$ cat src/hw/rstgen_pkg.sv
// constants and types of the event triggered reset generator
// assumes a 20 MHz core clock and a same-clock event state vector
package rstgen_pkg;
  localparam logic [7:0]  ADDR_EVENT_A    = 8'h2B;
  localparam logic [7:0]  ADDR_EVENT_B    = 8'h2C;
  localparam logic [7:0]  ADDR_EVENT_C    = 8'h2D;
  localparam logic [7:0]  ADDR_RESET_CFG  = 8'h2E;
  localparam logic [7:0]  CFG_RESET_VALUE = 8'h00;
  localparam logic [7:0]  SEL_RESET_VALUE = 8'h00;
  localparam int          NUM_TRIGGERS    = 3;
  localparam int          POL_BIT         = 7;
  localparam int          OVR_BIT         = 6;
  localparam int          HOLD_MSB        = 5;
  localparam int          HOLD_LSB        = 2;
  localparam int          WIDTH_MSB       = 1;
  localparam int          WIDTH_LSB       = 0;
  localparam int          LEVEL_BIT       = 7;
  localparam int          CLK_MHZ         = 20;
  // base tick of all timing, in microseconds
  localparam int          TICK_US         = 500;
  localparam int          TICK_CYCLES     = TICK_US * CLK_MHZ;
  // one half second expressed in base ticks
  localparam int          HALF_SEC_MS     = 500;
  localparam logic [14:0] TICKS_PER_HALF  = 15'(HALF_SEC_MS * 1000 / TICK_US);
  // pulse widths in base ticks: 500 us, 1 ms, 2 ms, 10 ms
  localparam logic [14:0] WIDTH_TICKS_00  = 15'(500 / TICK_US);
  localparam logic [14:0] WIDTH_TICKS_01  = 15'(1000 / TICK_US);
  localparam logic [14:0] WIDTH_TICKS_10  = 15'(2000 / TICK_US);
  localparam logic [14:0] WIDTH_TICKS_11  = 15'(10000 / TICK_US);
  localparam logic [3:0]  HOLD_CODE_LAST_HALF = 4'h6;

  typedef struct packed {
    logic       polarity;
    logic       override;
    logic [3:0] hold;
    logic [1:0] width;
  } reset_cfg_type;

  typedef struct packed {
    logic       level;
    logic [6:0] code;
  } trigger_sel_type;

  typedef enum logic [1:0] {
    ST_IDLE,
    ST_HOLD,
    ST_PULSE,
    ST_RELEASE
  } gen_state_type;
endpackage

$ cat src/hw/event_triggered_reset_generator.sv
// event triggered reset generator with its configuration registers
// assumes event_state_i comes from logic on mclk_i, pin input is asynchronous
`timescale 1ns/1ns
module event_triggered_reset_generator
  import rstgen_pkg::*;
#(
  parameter int TICK_CYCLES_P = TICK_CYCLES
) (
  input  wire logic         mclk_i,
  input  wire logic         rst_n_i,
  input  wire logic [7:0]   reg_addr_i,
  input  wire logic [7:0]   reg_wdata_i,
  input  wire logic         reg_wr_i,
  output logic      [7:0]   reg_rdata_o,
  input  wire logic [127:1] event_state_i,
  input  wire logic         rst_pin_n_i,
  output logic              reset_o,
  output logic              pulse_active_o
);

  reset_cfg_type   cfg;
  trigger_sel_type sel [NUM_TRIGGERS];
  gen_state_type   state;
  logic [2:0]      pin_sync;
  logic            pin_asserted;
  logic [NUM_TRIGGERS-1:0] trig_ok;
  logic            any_enabled;
  logic            all_active;
  logic            hold_done;
  logic [31:0]     prescale;
  logic            tick;
  logic [14:0]     tick_count;
  logic [14:0]     hold_ticks;
  logic [14:0]     width_ticks;
  logic            restart_prescale;
  logic [7:0]      next_rdata;

  // register writes
  always_ff @(posedge mclk_i) begin
    if (!rst_n_i) begin
      cfg <= reset_cfg_type'(CFG_RESET_VALUE);
    end else if (reg_wr_i && reg_addr_i == ADDR_RESET_CFG) begin
      cfg.polarity <= reg_wdata_i[POL_BIT];
      cfg.override <= reg_wdata_i[OVR_BIT];
      cfg.hold     <= reg_wdata_i[HOLD_MSB:HOLD_LSB];
      cfg.width    <= reg_wdata_i[WIDTH_MSB:WIDTH_LSB];
    end
  end

  generate
    for (genvar i = 0; i < NUM_TRIGGERS; i++) begin : g_trig
      localparam logic [7:0] SEL_ADDR = ADDR_EVENT_A + 8'(i);
      always_ff @(posedge mclk_i) begin
        if (!rst_n_i) begin
          sel[i] <= trigger_sel_type'(SEL_RESET_VALUE);
        end else if (reg_wr_i && reg_addr_i == SEL_ADDR) begin
          sel[i] <= trigger_sel_type'(reg_wdata_i);
        end
      end
      assign trig_ok[i] = (sel[i].code == 7'h00) ||
                          (event_state_i[sel[i].code] == sel[i].level);
    end
  endgenerate

  // register reads, registered; unmapped offsets read zero
  always_comb begin
    next_rdata = 8'h00;
    case (reg_addr_i)
      ADDR_EVENT_A:   next_rdata = sel[0];
      ADDR_EVENT_B:   next_rdata = sel[1];
      ADDR_EVENT_C:   next_rdata = sel[2];
      ADDR_RESET_CFG: next_rdata = cfg;
      default:        next_rdata = 8'h00;
    endcase
  end

  always_ff @(posedge mclk_i) begin
    if (!rst_n_i) begin
      reg_rdata_o <= 8'h00;
    end else begin
      reg_rdata_o <= next_rdata;
    end
  end

  // with no selector programmed nothing can trigger
  assign any_enabled = (sel[0].code != 7'h00) || (sel[1].code != 7'h00) ||
                       (sel[2].code != 7'h00);
  assign all_active  = any_enabled && (&trig_ok);

  // external pin: three flops, accepted when second and third agree
  // flops reset to the released pin level, so no false assert follows reset
  always_ff @(posedge mclk_i) begin
    if (!rst_n_i) begin
      pin_sync     <= 3'b111;
      pin_asserted <= 1'b0;
    end else begin
      pin_sync <= {pin_sync[1:0], rst_pin_n_i};
      if (pin_sync[1] == pin_sync[2]) begin
        pin_asserted <= ~pin_sync[2];
      end
    end
  end

  // hold time table in base ticks
  always_comb begin
    if (cfg.hold <= HOLD_CODE_LAST_HALF) begin
      hold_ticks = 15'((cfg.hold + 4'h1) * TICKS_PER_HALF);
    end else begin
      hold_ticks = 15'((cfg.hold - 4'h3) * 2 * TICKS_PER_HALF);
    end
  end

  always_comb begin
    case (cfg.width)
      2'b00:   width_ticks = WIDTH_TICKS_00;
      2'b01:   width_ticks = WIDTH_TICKS_01;
      2'b10:   width_ticks = WIDTH_TICKS_10;
      default: width_ticks = WIDTH_TICKS_11;
    endcase
  end

  // prescaler realigned when a hold or pulse begins, so the first tick
  // of either is a full tick long; not while pulsing, since a retrigger
  // while pulsing must not stretch the pulse
  assign hold_done        = tick && (tick_count + 15'h1 >= hold_ticks);
  assign restart_prescale = (state == ST_IDLE && all_active) ||
                            (state == ST_HOLD && hold_done);
  assign tick = (prescale == 32'(TICK_CYCLES_P - 1));

  always_ff @(posedge mclk_i) begin
    if (!rst_n_i) begin
      prescale <= 32'h0;
    end else begin
      if (restart_prescale || tick) begin
        prescale <= 32'h0;
      end else begin
        prescale <= prescale + 32'h1;
      end
    end
  end

  // sequencer
  // tick_count holds whole ticks of the current phase
  always_ff @(posedge mclk_i) begin
    if (!rst_n_i) begin
      state      <= ST_IDLE;
      tick_count <= 15'h0;
    end else begin
      case (state)
        ST_IDLE: begin
          tick_count <= 15'h0;
          if (all_active) begin
            state <= (cfg.hold == 4'h0) ? ST_PULSE : ST_HOLD;
          end
        end
        ST_HOLD: begin
          if (!all_active) begin
            state      <= ST_IDLE;
            tick_count <= 15'h0;
          end else if (tick) begin
            if (tick_count + 15'h1 >= hold_ticks) begin
              state      <= ST_PULSE;
              tick_count <= 15'h0;
            end else begin
              tick_count <= tick_count + 15'h1;
            end
          end
        end
        ST_PULSE: begin
          if (tick) begin
            if (tick_count + 15'h1 >= width_ticks) begin
              state      <= ST_RELEASE;
              tick_count <= 15'h0;
            end else begin
              tick_count <= tick_count + 15'h1;
            end
          end
        end
        // one pulse per trigger: wait for release
        ST_RELEASE: begin
          tick_count <= 15'h0;
          if (!all_active) begin
            state <= ST_IDLE;
          end
        end
        default: begin
          state      <= ST_IDLE;
          tick_count <= 15'h0;
        end
      endcase
    end
  end

  // output stage
  // pulse_active_o leaves out the pin path on purpose
  always_ff @(posedge mclk_i) begin
    if (!rst_n_i) begin
      reset_o        <= 1'b1;
      pulse_active_o <= 1'b0;
    end else begin
      pulse_active_o <= (state == ST_PULSE);
      reset_o <= ~(((state == ST_PULSE) || (cfg.override && pin_asserted)) ^ cfg.polarity);
    end
  end

endmodule // event_triggered_reset_generator

$ cat config.mk
export PLATFORM = sky130hd
export DESIGN_NAME = event_triggered_reset_generator
export DESIGN_NICKNAME = d
export VERILOG_FILES = /design/src/hw/rstgen_pkg.sv /design/src/hw/event_triggered_reset_generator.sv
export SDC_FILE = /design/constraint.sdc
export NUM_CORES = 1
export LEC_CHECK = 0
export BUFFER_PORTS_ARGS = -buffer_cell sky130_fd_sc_hd__buf_2
export CAP_MARGIN = 0
export CORE_ASPECT_RATIO = 0.6
export CORE_MARGIN = 8
export CORE_UTILIZATION = 31
export DETAILED_ROUTE_END_ITERATION = 12
export PLACE_DENSITY = 0.5
export SYNTH_ARGS = -nofsm -noshare
export SYNTH_HDL_FRONTEND = slang
export SYNTH_SLANG_ARGS = --single-unit
$ cat constraint.sdc
create_clock -name mclk_i -period 6.6 [get_ports mclk_i]
set_input_delay 0.99 -clock mclk_i [delete_from_list [all_inputs] [get_ports mclk_i]]
set_output_delay 0.99 -clock mclk_i [all_outputs]
set_load 0.01 [all_outputs]
==> results.yml, run 1 <==
status:
  status: "finished clean"
logic_synthesis:
  synthTopCellsByArea: "mux4_2 (18%), dfxtp_1 (14%), ha_1 (8.4%)"
  synthCells: 975
  synth_seq_cells: 95
  ys_seq_area_share_pct: 21.8
  synthSimpleGateAreaFrac_pct: 16.3
  synth_fa_ha_area_share_pct: 12.9
  syn_area_sq_mm: 0.00984
  synth.net_count: 1210
  syn_avg_cell_area_sq_um: 10.1
  yosysTopAreaCell: "mux4_2"
  synth_edf_count: 24
  synth_top_area_share_pct: 17.9
  yosys_warnings: 0
  muxShareOfSynthArea_pct: 26.4
  synth_top_family_by_area: "multiplexers"
  synth_compound_gate_area_share_pct: 10.5
  async_flop_share_pct: 0
  synth-main-ff-cell: "dfxtp_1"
  synth.distinct_cells: 69
  synth_xor_area_share_pct: 6.05
sta:
  tightestPinTransition_ns: 1.22
  finalSetupViolCount: 0
  rsz0062_at_grt: "no"
  min_period_over_period_pct: 93.8
  max_freq_ghz: 0.162
  setup-tns-final_ns: 0
  final.setup_skew_ns: 0.00817
  finalHoldViolations: 0
  timing.final.max_slew_violations: 0
  post-route-min-period_ns: 6.19
  fin_ws_ns: 0.410
  maxSlewHeadroom_pct: 18.2
placed_design:
  place.gp.congestion: 0.882
  io_buffers: 156
  place_ws_ns: 0.196
  place_inst: 1512
  dp_hpwl_um: 25700
global_routing:
  met2_usage_pct: 23.2
  grt_usage_pct: 16.6
  grt_max_degree: 41
  met1_usage_pct: 25.0
  grt_pass1_wl_um: 49300
  antenna_found_initial: 8
  top_usage_layer: "met1"
  grt_pass1_vias: 8284
  overflow: 0
  gr-usage-met3_pct: 4.20
clock_tree:
  clock_latency_ns: 0.35
  clkTransAtPathRegs_ns: 0.07
  cts_buffers: 9
  root_buffer: "clkbuf_16"
  h-tree-depth: 3
  cts.sinks: 95
  clk_path_buf_depth: 2
  cts_tree: "done"
routing:
  num_vias: 8328
  first_pass_iters: 7
  ant_nets: 0
  drcViolationCount: 0
  viasPerCell: 5.42
  wl_per_cell_um: 20.7
  drtIter0Drc: 676
  postRouteWirelength_um: 31700
die:
  initial_core_util_pct: 31.5
  die_x_um: 246
  std_cell_rows: 50
  die_y_um: 154
  core_region_area_sq_mm: 0.0312
  die-area_sq_mm: 0.0379
  io_pins: 157
finish:
  finalNonFillerCells: 1536
  drive_above_1_share_pct: 26.1
  synthToLayoutAreaGrowth_pct: 14.4
  n_fill_cell: 3129
  final_nets: 1343
setup_path:
  crit_buf_inv: 4
  path_max_fanout: 9
  max_stage_delay_ns: 0.53
  crit_path_frequent_cell: "inv_1"
  required_ns: 6.88
  crit_type: "reg -> reg"
  arrival_ns: 6.47
  cp_top_family: "adder cells"
  end_kind: "register"
  cp_slowest_cell: "fa_1"
  cp-start-kind: "register"
power:
  pwr_density_cell_mw_per_mm2: 132
  vdd_ir_drop_max_mv: 0.134
  power_leakage_nw: 4.65
flow_run:
  timing.max_cap.violations: 0
min_path:
  hold_class: "reg -> reg"
per-stage QoR:
step | utilization (%) | power (mW) | hold WS, ns | instance area (sq um)
after floorplan | - | 0.867 | 0.386 | 9840
after global placement | 35.1 | 0.996 | 0.390 | 10900
after detailed placement | 35.1 | 0.996 | 0.392 | 10900
after CTS | 35.9 | 1.49 | 0.410 | 11200
after global routing | 36.1 | 1.55 | 0.445 | 11300
final | 36.1 | 1.48 | 0.407 | 11300
final cells by class:
| type | instances | area [sq um] | area share [%] |
|---|---|---|---|
| diodes | 7 | 17.5 | 0.156 |
| clock buffers | 10 | 229 | 2.03 |
| clock inverters | 6 | 43.8 | 0.389 |
| inverters | 68 | 255 | 2.27 |
| multi-input cells | 758 | 7120 | 63.2 |
| flip-flops and latches | 95 | 2140 | 19.0 |
| well taps | 416 | 520 | 4.62 |
| repair buffers | 176 | 931 | 8.27 |
kinds of logic (layout without fill, tap and decap cells):
logic type | count (synthesis) | count (layout)
simple gates | 320 | 320
flops | 95 | 95
buf+inv | 122 | 260
compound gates | 142 | 142
mux | 140 | 140
other cells | 0 | 7
fa+ha+maj | 88 | 88
xor+xnor | 68 | 68
synth_stat cells (8+ instances only):
cell      count
mux4_2       78
nand2_1      74
dfxtp_1      71
nor2_1       71
inv_1        67
ha_1         66
mux2i_1      44
nand3_1      44
a21oi_1      40
xnor2_1      34
xor2_1       34
and2_1       26
edfxtp_1     24
fa_1         22
clkbuf_1     20
o21ai_0      20
nor3_1       18
nor2b_1      16
and3_1       15
buf_2        14
nand2b_1     14
mux4_1       13
a31oi_1       9
nand4_1       9
a222oi_1      8
metal layers:
| metal | share of wire, % | vias up |
|---|---|---|
| met2 | 42 | 303 |
| met1 | 49 | 4083 |
| met3 | 7.8 | 33 |
| met4 | 1.1 | 2 |
| met5 | 0.31 | - |
| li1 | - | 3907 |
power breakdown:
group	total [mW]	internal, mW	switching [mW]
clock	0.494	0.257	0.236
combinational	0.357	0.178	0.180
sequential	0.633	0.608	0.0242
flip-flops by register name, indices dropped and copies added, names as in the netlist:
| name | flops |
|---|---|
| prescale | 32 |
| pulse_active_o | 1 |
| state | 2 |
| reg_rdata_o | 8 |
| tick_count | 15 |
| pin_asserted | 1 |
| reset_o | 1 |
| pin_sync | 3 |
| sel | 24 |
| cfg | 8 |
cells in the final DEF (no fill, tap or decap), types with 5 or more instances in the layout:
cell       synthesis  routed
buf_2             14     156
mux4_2            78      78
nand2_1           74      74
nor2_1            71      71
dfxtp_1           71      70
inv_1             67      66
ha_1              66      66
nand3_1           44      44
mux2i_1           44      44
a21oi_1           40      39
xnor2_1           34      34
xor2_1            34      34
and2_1            26      26
edfxtp_1          24      24
fa_1              22      22
o21ai_0           20      20
buf_4              6      20
nor3_1            18      18
nor2b_1           16      16
and3_1            15      15
nand2b_1          14      14
mux4_1            13      13
nand4_1            9       9
clkbuf_16          0       9
a31oi_1            9       8
a222oi_1           8       8
diode_2            0       7
nor4_1             7       7
a22oi_1            7       7
o2bb2ai_2          7       7
and4_1             6       6
a21o_1             7       6
nand3b_1           5       5
mux2_2             5       5
timing repair:
| action | CTS | global route |
|---|---|---|
| hold buffers | 0 | 0 |
| gates resized for setup | 0 | 5 |
| hold endpoints to repair | 0 | 0 |
| buffers inserted | 0 | 1 |
| endpoints found under the setup margin | 0 | 14 |
worst paths after layout:
| path | from | slack [ns] | end | cells after the start |
|---|---|---|---|---|
| setup / recovery | cfg[2]$_SDFFE_PN0P_ | 0.41 | tick_count[3]$_SDFFE_PN0P_ | 26 |
| hold / removal | pin_sync[0]$_SDFF_PN1_ | 0.41 | pin_sync[1]$_SDFF_PN1_ | 1 |
| setup reg to reg | cfg[2]$_SDFFE_PN0P_ | 0.41 | tick_count[3]$_SDFFE_PN0P_ | 26 |
| hold reg to reg | pin_sync[0]$_SDFF_PN1_ | 0.41 | pin_sync[1]$_SDFF_PN1_ | 1 |
(Power assumes the default switching activity.)
==> run 2: changes to the inputs <==
--- a/config.mk
+++ b/config.mk
@@ -10,7 +10,9 @@
 export CORE_ASPECT_RATIO = 0.6
 export CORE_MARGIN = 8
 export CORE_UTILIZATION = 31
+export CTS_CLUSTER_SIZE = 40
 export DETAILED_ROUTE_END_ITERATION = 12
+export MAX_ROUTING_LAYER = met4
 export PLACE_DENSITY = 0.5
 export SYNTH_ARGS = -nofsm -noshare
 export SYNTH_HDL_FRONTEND = slang
==> run 2 against run 1 <==
- non-clock buffer count stayed put
- flip-flop and latch count stayed put
- wire length is 0.35% higher
- maximum frequency is 0.16% lower
- final cell count stayed put
- critical path type unchanged
- largest cell class unchanged
==> results.yml, run 2 (synthesis results as in run 1) <==
global_routing:
  grt_pass1_vias: 8269
  grt_max_degree: 41
  grt_usage_pct: 17.1
  grt_pass1_wl_um: 49400
  antenna_found_initial: 8
  overflow: 0
clock_tree:
  clock_latency_ns: 0.35
  clkTransAtPathRegs_ns: 0.07
  clk_path_buf_depth: 2
  cts_buffers: 9
  root_buffer: "clkbuf_16"
  h-tree-depth: 3
  cts.sinks: 95
  cts_tree: "done"
finish:
  synthToLayoutAreaGrowth_pct: 14.4
  regArea_sq_mm: 0.00214
  fin_util_pct: 36.1
  final_cell_mix: "buf_2 (156), mux4_2 (78), nand2_1 (74)"
  n_fill_cell: 3129
  layout_commonest_cell: "buf_2"
  finalNonFillerCells: 1536
  reg_top3: "prescale (32), sel (24), tick_count (15)"
  largest_register: "prescale"
  drive_above_1_share_pct: 26.1
  multiInputGateArea_sq_mm: 0.00712
  final_nets: 1343
  design_area_sq_mm: 0.0113
  largest_reg_flops: 32
setup_path:
  crit_type: "reg -> reg"
  required_ns: 6.88
  end_kind: "register"
  path_max_fanout: 9
  worstSetupStartpoint: "cfg[3]$_SDFFE_PN0P_"
  cp-start-kind: "register"
  r2r_start: "cfg[3]$_SDFFE_PN0P_"
  arrival_ns: 6.48
power:
  pwr_density_cell_mw_per_mm2: 132
  finalPower_mw: 1.48
  power_leakage_nw: 4.65
  vdd_ir_drop_max_mv: 0.134
sta:
  finalHoldViolations: 0
  maxSlewHeadroom_pct: 18.5
  finalSetupViolCount: 0
  max_freq_ghz: 0.161
  hold-worst-slack_ns: 0.407
  min_period_over_period_pct: 93.9
  setup-tns-final_ns: 0
  rsz0062_at_grt: "no"
  timing.final.max_slew_violations: 0
  post-route-min-period_ns: 6.20
  final.setup_skew_ns: 0.00689
  fin_ws_ns: 0.400
  tightestPinTransition_ns: 1.22
routing:
  postRouteWirelength_um: 31800
  ant_nets: 0
  drtIter0Drc: 676
  first_pass_iters: 7
  wl_per_cell_um: 20.7
  viasPerCell: 5.40
  num_vias: 8294
  drcViolationCount: 0
placed_design:
  place_inst: 1512
  io_buffers: 156
  place_ws_ns: 0.196
  placed_cell_area_sq_mm: 0.0109
  dp_hpwl_um: 25700
  place.gp.congestion: 0.897
die:
  die-area_sq_mm: 0.0379
  initial_core_util_pct: 31.5
  core_region_area_sq_mm: 0.0312
  die_x_um: 246
  std_cell_rows: 50
  die_y_um: 154
  io_pins: 157
min_path:
  hold_class: "reg -> reg"
  hp-start: "pin_sync[0]$_SDFF_PN1_"
flow_run:
  timing.max_cap.violations: 0
status:
  status: "finished clean"
run 2: final timing paths:
path                                end  slack, ns  cells past startpoint
max          tick_count[3]$_SDFFE_PN0P_       0.40                     26
min              pin_sync[1]$_SDFF_PN1_       0.41                      1
max reg2reg  tick_count[3]$_SDFFE_PN0P_       0.40                     26
min reg2reg      pin_sync[1]$_SDFF_PN1_       0.41                      1
run 2: timing repair:
item,CTS,global route
endpoints found under the setup margin,0,14
resized for setup,0,5
setup buffers,0,1
hold buffers,0,0
run 2: metal layers:
layer / up-vias / wire length, um / GRT usage, %
met5: - / 0 / -
met4: 0 / 478 / 3.29
met3: 39 / 2650 / 4.33
met2: 318 / 13200 / 23.0
met1: 4033 / 15500 / 25.2
li1: 3904 / - / -
run 2: layout make-up:
cell class | instances | area share, %
Inverter | 68 | 2.27
Multi-Input combinational cell | 758 | 63.2
Antenna cell | 7 | 0.156
Clock buffer | 10 | 2.03
Clock inverter | 6 | 0.389
Sequential cell | 95 | 19.0
Timing Repair Buffer | 176 | 8.27
Tap cell | 416 | 4.62
run 2: power breakdown:
group          internal [mW]  total [mW]  switching (mW)
sequential             0.608       0.632          0.0242
combinational          0.178       0.357           0.180
clock                  0.257       0.494           0.237
total                   1.04        1.48           0.441
run 2: worst max-delay path, stage by stage, from the launching register on:
cell,delay [ns]
dfxtp_1,0.43
inv_1,0.07
ha_1,0.31
xnor2_1,0.40
xnor2_1,0.17
fa_1,0.53
inv_1,0.06
fa_1,0.52
inv_1,0.05
fa_1,0.50
inv_1,0.04
ha_1,0.31
nor2b_1,0.15
o21a_1,0.17
o21ai_0,0.14
nand2b_1,0.07
a21oi_1,0.19
nand2_1,0.07
nor3b_1,0.15
a21oi_1,0.18
ha_1,0.27
a21oi_1,0.21
o21a_1,0.17
a31oi_2,0.08
or3_1,0.38
a21o_2,0.32
o2bb2ai_1,0.17
==> run 3: changes to the inputs <==
--- a/config.mk
+++ b/config.mk
@@ -5,6 +5,7 @@
 export SDC_FILE = /design/constraint.sdc
 export NUM_CORES = 1
 export LEC_CHECK = 0
+export ABC_AREA = 1
 export BUFFER_PORTS_ARGS = -buffer_cell sky130_fd_sc_hd__buf_2
 export CAP_MARGIN = 0
 export CORE_ASPECT_RATIO = 0.6
@@ -13,7 +14,7 @@
 export CTS_CLUSTER_SIZE = 40
 export DETAILED_ROUTE_END_ITERATION = 12
 export MAX_ROUTING_LAYER = met4
-export PLACE_DENSITY = 0.5
+export PLACE_DENSITY = 0.49
 export SYNTH_ARGS = -nofsm -noshare
 export SYNTH_HDL_FRONTEND = slang
 export SYNTH_SLANG_ARGS = --single-unit
==> run 3 against run 2 <==
- flip-flop and latch count unchanged
- non-clock buffer count is 12 higher
- worst hold slack better by 0.0056 ns
- synthesized area up 11%
- final cell count grew 55%
- clock-buffer cell count is 1 higher
- combinational power increased by 47%
- critical endpoint is now state[1]$_SDFFE_PN0P_
- largest power group unchanged
==> results.yml, run 3 <==
global_routing:
  grt_pass1_vias: 11807
  overflow: 0
  grt_usage_pct: 21.6
  grt_max_degree: 77
  grt_pass1_wl_um: 69900
  antenna_found_initial: 5
setup_path:
  worstSetupStartpoint: "cfg[3]$_SDFFE_PN0P_"
  required_ns: 6.89
  max_stage_delay_ns: 0.52
  r2r.worst_path.cells: 33
  crit_path_frequent_cell: "inv_1"
  cp_slowest_cell: "fa_1"
  arrival_ns: 6.44
  r2r_end: "state[1]$_SDFFE_PN0P_"
  r2r_start: "cfg[3]$_SDFFE_PN0P_"
  crit_type: "reg -> reg"
  timing.reg2reg.setup_slack_ns: 0.44
  cp-start-kind: "register"
  end_kind: "register"
  path_max_fanout: 16
routing:
  wl_per_cell_um: 19.2
  viasPerCell: 5.29
  postRouteWirelength_um: 45600
  drcViolationCount: 0
  ant_nets: 0
  num_vias: 12578
  drtIter0Drc: 1502
  first_pass_iters: 6
sta:
  setup-tns-final_ns: 0
  finalSetupViolCount: 0
  tightestPinTransition_ns: 1.04
  final.setup_skew_ns: 0.0147
  timing.final.max_slew_violations: 0
  max_freq_ghz: 0.162
  post-route-min-period_ns: 6.16
  min_period_over_period_pct: 93.3
  finalHoldViolations: 0
  maxSlewHeadroom_pct: 30.3
  rsz0062_at_grt: "no"
status:
  status: "finished clean"
logic_synthesis:
  synth_most_common_cell: "nand2_1"
  synth_commonest_cells: "nand2_1 (424), nand3_1 (335), inv_1 (258), nor2_1 (134), a21oi_1 (93)"
  yosys_warnings: 0
  synth_edf_count: 24
  synth-main-ff-cell: "dfxtp_1"
  synth_seq_cells: 95
  synth_top_area_share_pct: 15.3
  synth.net_count: 2021
  ys_seq_area_share_pct: 19.6
  synth.distinct_cells: 51
  synthCells: 1786
  async_flop_share_pct: 0
  syn_area_sq_mm: 0.0109
  synthTopCellsByArea: "nand3_1 (15%), nand2_1 (15%), dfxtp_1 (13%)"
  yosysTopAreaCell: "nand3_1"
  syn_avg_cell_area_sq_um: 6.13
clock_tree:
  clk_path_buf_depth: 2
  cts_tree: "done"
  root_buffer: "clkbuf_16"
  cts_buffers: 9
  cts.sinks: 95
  clkTransAtPathRegs_ns: 0.07
  h-tree-depth: 3
  clock_latency_ns: 0.35
placed_design:
  place_inst: 2355
  dp_hpwl_um: 34800
  place.gp.congestion: 0.966
  io_buffers: 156
finish:
  synthToLayoutAreaGrowth_pct: 13.9
  largest_register: "prescale"
  finalNonFillerCells: 2377
  largest_reg_flops: 32
  final_nets: 2135
  layout_commonest_cell: "nand2_1"
  reg_top3: "prescale (32), sel (24), tick_count (15)"
  drive_above_1_share_pct: 13.4
  final_cell_mix: "nand2_1 (424), nand3_1 (335), inv_1 (256)"
die:
  die-area_sq_mm: 0.0418
  die_x_um: 259
  die_y_um: 162
  std_cell_rows: 53
  io_pins: 157
  initial_core_util_pct: 31.4
  core_region_area_sq_mm: 0.0349
power:
  pwr_density_cell_mw_per_mm2: 138
  vdd_ir_drop_max_mv: 0.115
  power_leakage_nw: 5.86
flow_run:
  timing.max_cap.violations: 0
min_path:
  hold_depth: 1
  hold_end: "pin_asserted$_SDFFE_PN0N_"
  hp-start: "pin_sync[2]$_SDFF_PN1_"
  hold_class: "reg -> reg"
## run 3: changes by cell type in the layout (fill, tap and decap cells not counted), moves of 41 or more
cell	before	now
a21oi_1	39	93
mux4_2	78	0
inv_1	66	256
o211ai_1	1	42
nand3_1	44	335
nand2_1	74	424
nor2_1	71	131
mux2i_1	44	1
## run 3: where the power goes
| part | internal [mW] | total, mW | switching, mW | leakage [nW] |
|---|---|---|---|---|
| clock | 0.311 | 0.565 | 0.255 | 0.158 |
| sequential | 0.614 | 0.634 | 0.0208 | 0.801 |
| combinational | 0.160 | 0.526 | 0.366 | 4.90 |
## run 3: layout make-up
type                       instances  area (sq um)
antenna                            5          12.5
clock buffer                      11           275
clock inverter                     5          52.6
fill                            3908         22400
inverter                         272          1020
multi-input combinational       1334          7360
sequential                        95          2140
tap                              467           584
timing repair buffer             188          1020
## run 3: repair_timing
action                     CTS  global route
setup endpoints to repair    0            16
gates resized for setup      0             7
buffers inserted             0             1
hold buffers                 0             0
## run 3: metal layers
metal	track usage (%)	up-vias	share of wire (%)
met5	-	-	0
met1	32.5	5841	49
met3	4.72	36	10
li1	-	6119	-
met2	29.0	582	40
met4	3.52	0	0.75
## run 3: cells by family (layout without fill, tap and decap cells)
kind of cell / Yosys count / in the layout / synth area share (%)
AO/OA/AOI/OAI: 202 / 202 / 11.0
flip-flops: 95 / 95 / 19.6
other: 0 / 5 / 0
buffers and inverters: 357 / 476 / 13.5
adder cells (fa/ha/maj): 88 / 88 / 11.6
AND/OR/NAND/NOR: 1013 / 1013 / 41.9
multiplexers: 1 / 1 / 0.0915
XOR/XNOR: 30 / 30 / 2.40
## run 3: worst max-delay path by stage
stage,to,slack (ns),cells after the start
global route,state[1]$_SDFFE_PN0P_,0.01,33
CTS,state[1]$_SDFFE_PN0P_,0.40,33
floorplan,tick_count[10]$_SDFFE_PN0P_,0.50,28
global placement,state[1]$_SDFFE_PN0P_,0.49,32
finish,state[1]$_SDFFE_PN0P_,0.44,33
detailed placement,state[1]$_SDFFE_PN0P_,0.43,33
## run 3: through the flow
| stage | util [%] | total power, mW | instance area (sq um) | setup WS [ns] | hold slack [ns] |
|---|---|---|---|---|---|
| final | 35.7 | 1.73 | 12500 | 0.443 | 0.413 |
| after floorplan | - | 0.968 | 10900 | 0.502 | 0.383 |
| after CTS | 35.6 | 1.73 | 12400 | 0.399 | 0.410 |
| after detailed placement | 34.7 | 1.16 | 12100 | 0.435 | 0.398 |
| after global routing | 35.7 | 1.82 | 12500 | 0.0134 | 0.419 |
| after global placement | 34.7 | 1.16 | 12100 | 0.490 | 0.386 |
## run 3: critical path: cells and delay by family, from the launching register on
kind | cells | cell delay, ns
AO/OA/AOI/OAI | 8 | 1.48
XOR/XNOR | 1 | 0.23
adder cells (fa/ha/maj) | 6 | 2.33
buffers and inverters | 9 | 0.85
flip-flops | 1 | 0.46
AND/OR/NAND/NOR | 9 | 0.73
